==> config.mk <==
export PLATFORM = sky130hd
export DESIGN_NAME = wdb_top
export DESIGN_NICKNAME = d
export VERILOG_FILES = /design/src/core/wdb_pkg.sv /design/src/core/wdb_top.sv
export VERILOG_INCLUDE_DIRS = /design/src /design/src/core
export SDC_FILE = /design/constraint.sdc
export NUM_CORES = 1
export LEC_CHECK = 0
export BUFFER_PORTS_ARGS = -buffer_cell sky130_fd_sc_hd__buf_2
export CORE_ASPECT_RATIO = 0.5
export CORE_MARGIN = 10
export CORE_UTILIZATION = 50
export DETAILED_ROUTE_END_ITERATION = 16
export PLACE_DENSITY_LB_ADDON = 0.08
export SYNTH_ARGS = -nofsm -noshare
export SYNTH_HDL_FRONTEND = slang
export SYNTH_SLANG_ARGS = --single-unit
==> constraint.sdc <==
create_clock -name core_clk_i -period 3.55 [get_ports core_clk_i]
set_input_delay 0.71 -clock core_clk_i [delete_from_list [all_inputs] [get_ports core_clk_i]]
set_output_delay 0.71 -clock core_clk_i [all_outputs]
set_load 0.05 [all_outputs]
==> src/core/wdb_consts.svh <==
`ifndef WDB_CONSTS_SVH
`define WDB_CONSTS_SVH
// ------------------------------------------------------------
// register indices and byte addresses
// ------------------------------------------------------------
`define WDB_WDC_IDX      8'hE1
`define WDB_PGC_IDX      8'hE7
`define WDB_WDC_ADDR     {4'h0, `WDB_WDC_IDX, 2'h0}
`define WDB_PGC_ADDR     {4'h0, `WDB_PGC_IDX, 2'h0}
// ------------------------------------------------------------
// watchdog_control fields
// ------------------------------------------------------------
`define WDB_FLAG_BIT     7
`define WDB_RUN_BIT      5
`define WDB_RESTART_BIT  4
`define WDB_IDLE_BIT     3
`define WDB_PS_LSB       0
// ------------------------------------------------------------
// programming_control fields
// ------------------------------------------------------------
`define WDB_PGEN_BIT     7
`define WDB_BOOT_BIT     6
`define WDB_SOFTWARE_RESET_TRIGGER_BIT    5
`define WDB_WT_LSB       0
// ------------------------------------------------------------
// reset values, bus codes and counts
// ------------------------------------------------------------
`define WDB_BOOT_RST     1'b1
`define WDB_HTRANS_NSEQ  2'h2
`define WDB_CLK_DIV      12
`define WDB_PRE_W        8
`define WDB_CNT_W        15
`endif

==> src/core/wdb_pkg.sv <==
package wdb_pkg;
  // ahb-lite request toward the slave
  typedef struct packed {
    logic        hsel;
    logic [31:0] haddr;
    logic [1:0]  htrans;
    logic        hwrite;
    logic [2:0]  hsize;
    logic        hready;
    logic [31:0] hwdata;
  } wdb_ahb_req_t;
  // ahb-lite answer from the slave
  typedef struct packed {
    logic        hreadyout;
    logic        hresp;
    logic [31:0] hrdata;
  } wdb_ahb_rsp_t;
  // cause of the last system reset
  typedef enum logic [1:0] {
    WDB_CAUSE_POWER,
    WDB_CAUSE_WDOG,
    WDB_CAUSE_PIN,
    WDB_CAUSE_SOFT
  } wdb_cause_t;
endpackage

==> src/core/wdb_top.sv <==
`timescale 1ns/1ps
`include "wdb_consts.svh"
// What this block does
// - prescaler of 8 bits, then 15-bit counter
// - run bit set starts counting
// - run bit clear halts counting
// - counter overflow raises system reset
// - restart bit recounts, clears by itself
// - idle-run bit gates counting in idle
// - prescale factor is two to code plus one
// - overflow after 12 x prescale x 32768 clocks
// - flag bit 7 marks watchdog reset
// - watchdog reset keeps data ram
// - watchdog, pin, 20H reset boot application
// - 60H write resets into programming monitor
// - power-on starts in programming monitor
// - boot select bit picks software reset target
// - software reset bit resets, self clears
module wdb_top
#(
  parameter int CLK_DIV = `WDB_CLK_DIV, // clocks per prescaler step
  parameter int PRE_W   = `WDB_PRE_W,   // prescaler width
  parameter int CNT_W   = `WDB_CNT_W    // counting stage width
)
(
  input  wire logic                  core_clk_i,      // system clock
  input  wire logic                  reset_n_i,       // power-on reset, async
  input  wire wdb_pkg::wdb_ahb_req_t ahb_i,           // bus request
  input  wire logic                  cpu_idle_i,      // core is in idle mode
  input  wire logic                  pin_reset_i,     // reset pin asserted
  output wdb_pkg::wdb_ahb_rsp_t      ahb_o,           // bus answer
  output logic                       sys_reset_o,     // system reset pulse
  output logic                       boot_monitor_o,  // 1: restart in monitor area
  output logic                       ram_retain_o     // 1: data ram kept (warm)
);

  // ------------------------------------------------------------
  // state
  // ------------------------------------------------------------
  // the whole module state is one packed struct
  typedef struct packed {
    logic                 run;        // watchdog_run
    logic                 idle_run;   // watchdog_idle_run
    logic [2:0]           ps;         // prescale select
    logic                 wflag;      // watchdog reset flag
    logic                 pg_en;      // programming enable
    logic                 boot_sel;   // boot_target_select
    logic [2:0]           wt;         // programming wait code
    logic [3:0]           div;        // clock divider stage
    logic [PRE_W-1:0]     pre;        // prescaler stage
    logic [CNT_W-1:0]     cnt;        // counting stage
    logic                 wr_pend;    // write data phase pending
    logic [13:0]          wr_addr;    // latched write address
    logic                 rst;        // system reset pulse
    logic                 boot_mon;   // restart target
    logic                 ram_keep;   // warm reset indicator
    logic                 pin_d;      // reset pin last level
    wdb_pkg::wdb_cause_t  cause;      // last reset cause
    logic [31:0]          rdata;      // read data
  } wdb_state_t;

  // registered state, its next value and the decode helpers
  wdb_state_t        state_ff;        // registered state
  wdb_state_t        nxt_state;       // next state
  logic              addr_take;       // address phase accepted
  logic              wdc_wr;          // write to watchdog_control
  logic              pgc_wr;          // write to programming_control
  logic              counting;        // stages advance this cycle
  logic              div_wrap;        // divider end of period
  logic              pre_tick;        // prescaler period done
  logic              ovf;             // counter overflow
  logic [PRE_W-1:0]  pre_mask;        // prescale period mask
  logic [7:0]        wd;              // written byte

  // ------------------------------------------------------------
  // next state
  // ------------------------------------------------------------
  // one process decides bus, counter and reset behaviour
  always_comb
  begin
    nxt_state = state_ff;
    wd        = ahb_i.hwdata[7:0];
    addr_take = ahb_i.hsel & ahb_i.htrans[1] & ahb_i.hready;
    wdc_wr    = state_ff.wr_pend & (state_ff.wr_addr == `WDB_WDC_ADDR);
    pgc_wr    = state_ff.wr_pend & (state_ff.wr_addr == `WDB_PGC_ADDR);
    // counting gated by run and idle mode
    counting  = state_ff.run & (~cpu_idle_i | state_ff.idle_run);
    div_wrap  = counting & (state_ff.div == 4'(CLK_DIV - 1));
    // mask of 2^(ps+1)-1 picks the prescale factor
    // shift count is four bits wide so that code 7 reaches 256
    pre_mask  = ({{(PRE_W-1){1'b0}}, 1'b1} << ({1'b0, state_ff.ps} + 4'h1)) - {{(PRE_W-1){1'b0}}, 1'b1};
    pre_tick  = div_wrap & ((state_ff.pre | ~pre_mask) == {PRE_W{1'b1}});
    ovf       = pre_tick & (state_ff.cnt == {CNT_W{1'b1}});
    // reset request lasts one cycle unless an event below raises it
    nxt_state.rst = 1'b0;

    // divider, prescaler and counter advance
    if (counting)
    begin
      // divider wraps every CLK_DIV counting clocks
      nxt_state.div = div_wrap ? 4'h0 : state_ff.div + 4'h1;
      // prescaler steps once per divider period
      if (div_wrap)
        nxt_state.pre = state_ff.pre + {{(PRE_W-1){1'b0}}, 1'b1};
      // counter steps once per prescaler period
      if (pre_tick)
        nxt_state.cnt = state_ff.cnt + {{(CNT_W-1){1'b0}}, 1'b1};
    end

    // bus write data phase to watchdog_control
    if (wdc_wr)
    begin
      // rising run bit starts from zero
      if (wd[`WDB_RUN_BIT] & ~state_ff.run)
      begin
        nxt_state.div = 4'h0;
        nxt_state.pre = '0;
        nxt_state.cnt = '0;
      end
      // restart bit is never stored, so it reads back cleared
      if (wd[`WDB_RESTART_BIT])
      begin
        nxt_state.div = 4'h0;
        nxt_state.pre = '0;
        nxt_state.cnt = '0;
      end
      nxt_state.run      = wd[`WDB_RUN_BIT];
      nxt_state.idle_run = wd[`WDB_IDLE_BIT];
      nxt_state.ps       = wd[`WDB_PS_LSB +: 3];
      // software may clear the flag but never set it
      nxt_state.wflag    = state_ff.wflag & wd[`WDB_FLAG_BIT];
    end

    // bus write data phase to programming_control
    if (pgc_wr)
    begin
      // enable bit and wait code are only stored here
      nxt_state.pg_en    = wd[`WDB_PGEN_BIT];
      nxt_state.boot_sel = wd[`WDB_BOOT_BIT];
      nxt_state.wt       = wd[`WDB_WT_LSB +: 3];
    end

    // reset events, highest priority; set beats any software clear
    // remember the pin level so that only its rising edge counts
    nxt_state.pin_d = pin_reset_i;
    // watchdog overflow: warm restart with the flag set
    if (ovf)
    begin
      nxt_state.rst      = 1'b1;
      nxt_state.cause    = wdb_pkg::WDB_CAUSE_WDOG;
      nxt_state.wflag    = 1'b1;
      nxt_state.boot_mon = 1'b0;
      nxt_state.boot_sel = 1'b0;
    end
    // rising pin level: warm restart, flag cleared
    else if (pin_reset_i & ~state_ff.pin_d)
    begin
      nxt_state.rst      = 1'b1;
      nxt_state.cause    = wdb_pkg::WDB_CAUSE_PIN;
      nxt_state.wflag    = 1'b0;
      nxt_state.boot_mon = 1'b0;
      nxt_state.boot_sel = 1'b0;
    end
    // software trigger: target follows the boot select bit
    else if (pgc_wr & wd[`WDB_SOFTWARE_RESET_TRIGGER_BIT])
    begin
      // trigger bit is never stored: cleared by hardware
      nxt_state.rst      = 1'b1;
      nxt_state.cause    = wdb_pkg::WDB_CAUSE_SOFT;
      nxt_state.wflag    = 1'b0;
      nxt_state.boot_mon = wd[`WDB_BOOT_BIT];
    end
    // every system reset stops the watchdog and zeroes its stages
    if (nxt_state.rst)
    begin
      nxt_state.run      = 1'b0;
      nxt_state.idle_run = 1'b0;
      nxt_state.ps       = 3'h0;
      nxt_state.div      = 4'h0;
      nxt_state.pre      = '0;
      nxt_state.cnt      = '0;
      nxt_state.pg_en    = 1'b0;
      nxt_state.wt       = 3'h0;
      nxt_state.ram_keep = 1'b1;
    end

    // address phase: latch writes, read from next values
    nxt_state.wr_pend = addr_take & ahb_i.hwrite;
    nxt_state.wr_addr = ahb_i.haddr[13:0];
    if (addr_take & ~ahb_i.hwrite)
    begin
      // watchdog_control image, restart bit reads 0
      if (ahb_i.haddr[13:0] == `WDB_WDC_ADDR)
        nxt_state.rdata = {24'h0, nxt_state.wflag, 1'b0, nxt_state.run, 1'b0,
                           nxt_state.idle_run, nxt_state.ps};
      // programming_control image, trigger bit reads 0
      else if (ahb_i.haddr[13:0] == `WDB_PGC_ADDR)
        nxt_state.rdata = {24'h0, nxt_state.pg_en, nxt_state.boot_sel, 3'h0,
                           nxt_state.wt};
      else
        nxt_state.rdata = 32'h0000_0000;    // unmapped reads zero
    end
  end

  // ------------------------------------------------------------
  // state register
  // ------------------------------------------------------------
  // power-on leaves the flag clear and boots the monitor
  always_ff @(posedge core_clk_i or negedge reset_n_i)
  begin
    if (!reset_n_i)
    begin
      state_ff          <= '0;
      state_ff.boot_sel <= `WDB_BOOT_RST;
      state_ff.boot_mon <= `WDB_BOOT_RST;
      state_ff.cause    <= wdb_pkg::WDB_CAUSE_POWER;
      state_ff.pin_d    <= 1'b1;
    end
    else
    begin
      // all state moves together on each edge
      state_ff <= nxt_state;
    end
  end

  // ------------------------------------------------------------
  // outputs
  // ------------------------------------------------------------
  // zero wait states, always okay
  assign ahb_o.hreadyout = 1'b1;
  assign ahb_o.hresp     = 1'b0;
  assign ahb_o.hrdata    = state_ff.rdata;
  // reset request, boot target and retention come straight from flops
  assign sys_reset_o     = state_ff.rst;
  assign boot_monitor_o  = state_ff.boot_mon;
  assign ram_retain_o    = state_ff.ram_keep;
endmodule

==> results of run 1 <==
[state kept, by name, indices dropped and copies added (netlist names)]
signal and cells:
sys_reset_o 1, state_ff 54, ahb_o 7, ram_retain_o 1, boot_monitor_o 1
[report_power, final]
| part | leakage (nW) | internal (mW) | switching, mW |
|---|---|---|---|
| clock | 0.156 | 0.615 | 0.319 |
| sequential | 0.845 | 0.740 | 0.00276 |
| combinational | 0.786 | 0.0201 | 0.103 |
| total | 1.79 | 1.37 | 0.424 |
[metrics by stage]
stage | setup WS [ns] | total power, mW | instances
floorplan | 1.00 | 0.858 | 345
global placement | 0.815 | 0.876 | 433
detailed placement | 0.736 | 0.878 | 433
CTS | 0.720 | 1.82 | 449
global route | 0.549 | 1.87 | 449
finish | 0.734 | 1.80 | 449
[cells by family (layout without fill, tap and decap cells)]
kind of cell	Yosys count	in the layout
AOI/OAI and AO/OA	48	48
other	2	28
DFF	64	64
buffers and inverters	46	62
adders and majority gates	4	4
xor gates and xnor gates	11	11
muxes	15	15
and+or+nand+nor	129	129
[how the worst max path moves through the flow]
stage | endpoint | slack, ns
after floorplan | ahb_o[7] | 1.00
after global placement | state_ff[62] | 0.82
after detailed placement | state_ff[57] | 0.74
after CTS | state_ff[57] | 0.72
after global routing | state_ff[53] | 0.55
final | state_ff[57] | 0.73
[critical path, delay by kind of cell (launching register included)]
| kind | cells | cell delay [ns] |
|---|---|---|
| compound gates | 2 | 0.43 |
| flops | 1 | 0.47 |
| fa+ha+maj | 1 | 0.26 |
| simple gates | 4 | 1.28 |
| buf+inv | 1 | 0.30 |
[final cells by class]
cell class	instances	area [um^2]
fillers	541	2490
flip-flops and latches	64	1610
multi-input cells	235	1470
clock buffers	9	225
repair buffers	43	225
well taps	88	110
clock inverters	7	95.1
inverters	3	11.3
[per-layer routing]
metal  vias to the layer above  track usage, %
met5                         -               0
met4                         0            2.56
met3                         8            5.85
met2                        84            20.5
met1                      1194            17.2
li1                       1152               -
[cells in the final DEF (no fill, tap or decap), types with 6 or more instances in the layout]
cell type  count
o21ai_0       13
nand3_1       10
conb_1        28
a21oi_1       11
clkbuf_16      9
nand2_1       20
nor2_1        31
and3_1         8
mux2i_1       12
o21ai_1        6
nand4_1        6
buf_2         39
nor2b_1        6
dfrtp_1       61
xnor2_1        8
or3_1          8
==> results.yml, run 1 <==
finish:
  nNetsFinal: 436
  synthToLayoutAreaGrowth_pct: 13.2
  final_core_util_pct: 60.1
  layout-drive-gt1-share_pct: 21.6
  final_area_um2: 3740
  diodes: 0
synthesis:
  synth_common_cells: "61 x dfrtp_1, 34 x buf_4, 31 x nor2_1"
  synthXorXnorAreaFrac_pct: 2.91
  synth_top_family_by_area: "simple AND/OR/NAND/NOR gates"
  ys_seq_area_share_pct: 48.6
  avgSynthCellArea_um2: 10.4
  synth_cell_types: 56
  synth-edff-count: 0
  synth_top_area_share_pct: 46.2
  synth_ff_type: "dfrtp_1"
  ys_warn_count: 0
  synthMuxAreaShare_pct: 4.66
  synth-simple-area-share_pct: 22.9
  ys_ff_latch: 64
  synth_compound_area_share_pct: 9.31
  netlist_area_um2: 3310
  yosysMostFrequentCell: "dfrtp_1"
  async_reset_ff_share_pct: 100
  synthesis.instances: 319
  synth_top_area_cell: "dfrtp_1"
  yosys.area_share.adder_pct: 1.51
  synth_area_leaders: "dfrtp_1 46%, buf_4 7.7%, mux2i_1 3.6%, nor2_1 3.5%, dfstp_2 2.4%"
run_status:
  outcome: "finished, final reports clean"
routing:
  met3_length_um: 628
  routed_wl_mm: 6.87
  drc: 0
  drt-vias-per-instance: 5.43
  drtIter0Drc: 188
  wl_per_cell_um: 15.3
  vias: 2438
  top_layer: "met4"
  dr.pass1.iters: 4
  met2_length_mm: 2.98
  final_antenna_net_count: 0
  met1_length_mm: 3.22
grt:
  grt.overflow.total: 0
  antenna_found_initial: 0
  first_global_vias: 2452
  grt_max_degree: 43
  grt_pass1_wl_mm: 11.6
  grt_use_total_pct: 13.4
cts:
  cts_tree: "yes"
  cts_root_buf: "clkbuf_16"
  htreeDepth: 3
  cts_hold_buf: 0
  cts.clk_slew.worst_paths_ns: 0.06
  clk-insertion-delay-late_ns: 0.32
  cts_buffers: 9
  clkSinkCount: 64
  cts.path.max_buffers: 2
  cts_setup_buffers: 0
  cts-resized-gates: 0
sta:
  finalSetupViolCount: 0
  slew_violations: 0
  relSlewSlack_pct: 63.7
  layout_min_cycle_time_ns: 2.82
  finalSetupTns_ns: 0
  rsz0062_at_grt: "no"
  finalHoldViolCount: 0
  holdWs_ns: 0.342
  fin_worst_skew_ns: 0.00448
  period_share_pct: 79.3
  clock.fmax_mhz: 355
  tightest_slew_ns: 0.545
die:
  io_pins: 113
  start_util_pct: 53.1
  dieArea_um2: 10500
  fp.dieH_um: 77.5
  fp.dieW_um: 135
  coreArea_um2: 6230
  rows: 20
placed_design:
  place_area_um2: 3420
  hpwl_mm: 5.12
  gp_congestion: 0.791
  io_buffers: 39
critical_path:
  start_kind: "flip-flop"
  critPathMaxFanout: 13
  r2r_start: "state_ff[87]"
  crit_arrival_ns: 3.06
  path_cells: "or3_1 > ha_1 > or4bb_1 > a31o_1 > nand4_2 > nand3_2 > buf_4 > a21oi_1"
  critPathMaxStageDelay_ns: 0.49
  end_kind: "flip-flop"
  r2r_slack_ns: 0.73
  crit_type: "reg -> reg"
  cp_slowest_cell: "or4bb_1"
  crit_required_ns: 3.79
  rr_endpoint: "state_ff[57]"
  cp-startpoint: "state_ff[87]"
  rr_worst_depth: 8
pwr:
  total_leakage_power_nw: 1.79
  power_density_nw_per_um2: 481
  ir_worst_vdd_v: 0.000235
worst_hold_path:
  hp-class: "in -> async"
flow_run:
  timing.max_cap.violations: 0
No activity file was read; power rests on OpenSTA's default activity.
==> inputs of run 2 (changes only) <==
--- a/config.mk
+++ b/config.mk
@@ -6,10 +6,11 @@
 export SDC_FILE = /design/constraint.sdc
 export NUM_CORES = 1
 export LEC_CHECK = 0
+export ABC_AREA = 1
 export BUFFER_PORTS_ARGS = -buffer_cell sky130_fd_sc_hd__buf_2
 export CORE_ASPECT_RATIO = 0.5
 export CORE_MARGIN = 10
-export CORE_UTILIZATION = 50
+export CORE_UTILIZATION = 47
 export DETAILED_ROUTE_END_ITERATION = 16
 export PLACE_DENSITY_LB_ADDON = 0.08
 export SYNTH_ARGS = -nofsm -noshare
==> constraint.sdc (replaced) <==
create_clock -name core_clk_i -period 2.42 [get_ports core_clk_i]
set_input_delay 0.484 -clock core_clk_i [delete_from_list [all_inputs] [get_ports core_clk_i]]
set_output_delay 0.484 -clock core_clk_i [all_outputs]
set_load 0.05 [all_outputs]
==> run 2 against run 1 <==
First-iteration DRC count down 31%. Final area up 16%. Critical path type unchanged. Total power up 44%. Final cell count up 34%. Highest routed layer unchanged. Count of clock-buffer cells in the layout up 2. Synthesized cell count up 38%. Routed wire length up 8.7%.
==> results.yml, run 2 <==
routing:
  wl_per_cell_um: 12.4
  vias: 2764
  drc: 0
  routed_wl_mm: 7.47
  final_antenna_net_count: 0
  dr.pass1.iters: 4
  drtIter0Drc: 130
  drt-vias-per-instance: 4.60
synthesis:
  yosysMostFrequentCell: "nand2_1"
  ys_seq_area_share_pct: 41.7
  synth_top_area_cell: "dfrtp_1"
  synth_top_area_share_pct: 39.6
  synth_ff_type: "dfrtp_1"
  synth-edff-count: 0
  synth_area_leaders: "dfrtp_1 40%, nand2_1 8.4%, buf_4 7.0%, nor2_4 6.7%, inv_1 4.8%"
  netlist_area_um2: 3850
  synthesis.instances: 440
  synth_common_cells: "86 x nand2_1, 61 x dfrtp_1, 49 x inv_1"
  ys_ff_latch: 64
  ys_warn_count: 0
  synth_cell_types: 41
  async_reset_ff_share_pct: 100
  avgSynthCellArea_um2: 8.75
finish:
  layout-drive-gt1-share_pct: 25.8
  top_register: "state_ff"
  final_core_util_pct: 54.1
  final_cell_mix: "86 x nand2_1, 61 x dfrtp_1, 49 x inv_1, 39 x buf_2, 31 x nand3_1"
  largest_reg_flops: 54
  layout_commonest_cell: "nand2_1"
  fill_cells: 780
  nNetsFinal: 564
  diodes: 0
  synthToLayoutAreaGrowth_pct: 12.5
sta:
  finalSetupTns_ns: 0
  fin_worst_skew_ns: 0.00330
  layout_min_cycle_time_ns: 2.18
  period_share_pct: 89.9
  worst_slack_ns: 0.244
  tightest_slew_ns: 0.548
  clock.fmax_mhz: 459
  finalSetupViolCount: 0
  slew_violations: 0
  relSlewSlack_pct: 63.2
  rsz0062_at_grt: "no"
  finalHoldViolCount: 0
cts:
  cts-resized-gates: 0
  cts.path.max_buffers: 2
  cts.clk_slew.worst_paths_ns: 0.05
  cts_root_buf: "clkbuf_16"
  cts_buffers: 9
  clkSinkCount: 64
  cts_hold_buf: 0
  cts_setup_buffers: 0
  htreeDepth: 3
  clk-insertion-delay-late_ns: 0.33
  cts_tree: "yes"
grt:
  grtUsageMet3_pct: 6.33
  antenna_found_initial: 0
  grt_max_degree: 65
  first_global_vias: 2954
  grt-busiest-layer: "met2"
  grt.overflow.total: 0
  grt_use_total_pct: 13.2
  grt_use_met1_pct: 15.5
  met2_usage_pct: 21.0
  grt_pass1_wl_mm: 13.6
worst_hold_path:
  hp-class: "in -> async"
placed_design:
  pre_cts_slack_ns: 0.226
  io_buffers: 39
  gp_congestion: 0.804
  hpwl_mm: 5.56
die:
  io_pins: 113
  coreArea_um2: 8000
  fp.dieH_um: 84.0
  rows: 23
  start_util_pct: 48.1
  fp.dieW_um: 148
  dieArea_um2: 12400
critical_path:
  r2r_start: "state_ff[88]"
  end_kind: "flip-flop"
  rr_endpoint: "state_ff[64]"
  crit_arrival_ns: 2.39
  rr_worst_depth: 12
  start_kind: "flip-flop"
  critPathMaxFanout: 24
  r2r_slack_ns: 0.24
  crit_required_ns: 2.63
  crit_type: "reg -> reg"
run_status:
  outcome: "finished, final reports clean"
pwr:
  total_leakage_power_nw: 1.97
  ir_worst_vdd_v: 0.000357
  switchingPower_mw: 0.644
  power.internal_mw: 1.95
  clock_power_share_pct: 49.8
  power_frac_seq_pct: 42.1
  power_density_nw_per_um2: 598
  combPwrFrac_pct: 8.1
  switching_share_pct: 24.9
flow_run:
  timing.max_cap.violations: 0
==> run 2: layout make-up <==
| class | instances | area (um^2) | share of cell area [%] |
|---|---|---|---|
| clock buffers | 11 | 243 | 5.60 |
| clock inverters | 5 | 56.3 | 1.30 |
| inverters | 58 | 230 | 5.31 |
| multi-input cells | 303 | 1760 | 40.6 |
| flip-flops and latches | 64 | 1610 | 37.1 |
| well taps | 112 | 140 | 3.24 |
| repair buffers | 48 | 300 | 6.93 |
==> run 2: cell families (layout without fill, tap and decap cells) <==
kind of cell / Yosys count / after routing / synth area share [%]
xor gates and xnor gates: 16 / 16 / 3.64
buffers and inverters: 99 / 122 / 15.2
and+or+nand+nor: 223 / 223 / 32.4
DFF: 64 / 64 / 41.7
other: 2 / 28 / 0.195
AOI/OAI and AO/OA: 30 / 30 / 5.00
muxes: 2 / 2 / 0.520
adders and majority gates: 4 / 4 / 1.30
==> run 2: metrics by stage <==
stage	total power, mW	area, um^2	hold WS [ns]	std cells
3_5_place_dp	1.32	4030	0.458	585
6_report	2.59	4330	0.171	601
5_1_grt	2.70	4330	0.195	601
2_1_floorplan	1.29	3950	0.188	466
4_1_cts	2.63	4330	0.183	601
3_3_place_gp	1.32	4030	0.444	585
==> run 2: per-layer routing <==
metal	wire, um	vias up
li1	-	1439
met1	3660	1251
met2	3240	69
met3	516	5
met4	65	0
met5	0	-
==> run 2: critical path: stages, from the launching register on <==
cell and delay [ns]:
dfrtp_1 0.43, inv_2 0.15, nand3_2 0.10, ha_1 0.28, nand2_1 0.05, nand2_1 0.08, nand4_2 0.14, nor2_4 0.16
nand3_2 0.16, inv_4 0.27, nand2_1 0.11, o21ai_2 0.09, nor2_4 0.05
==> run 2: worst max path at each step <==
stage | start | endpoint | cells past startpoint
final | state_ff[88] | state_ff[64] | 12
after global routing | state_ff[88] | state_ff[65] | 12
after CTS | state_ff[88] | state_ff[63] | 12
after detailed placement | state_ff[88] | state_ff[63] | 12
after global placement | state_ff[88] | state_ff[65] | 12
after floorplan | state_ff[88] | state_ff[61] | 13
==> run 2: power groups by stage <==
stage / clock (mW) / sequential (mW) / combinational (mW)
2_1_floorplan: 0 / 1.11 / 0.175
3_3_place_gp: 0 / 1.11 / 0.211
3_5_place_dp: 0 / 1.11 / 0.211
4_1_cts: 1.33 / 1.09 / 0.212
5_1_grt: 1.38 / 1.09 / 0.231
6_report: 1.29 / 1.09 / 0.210
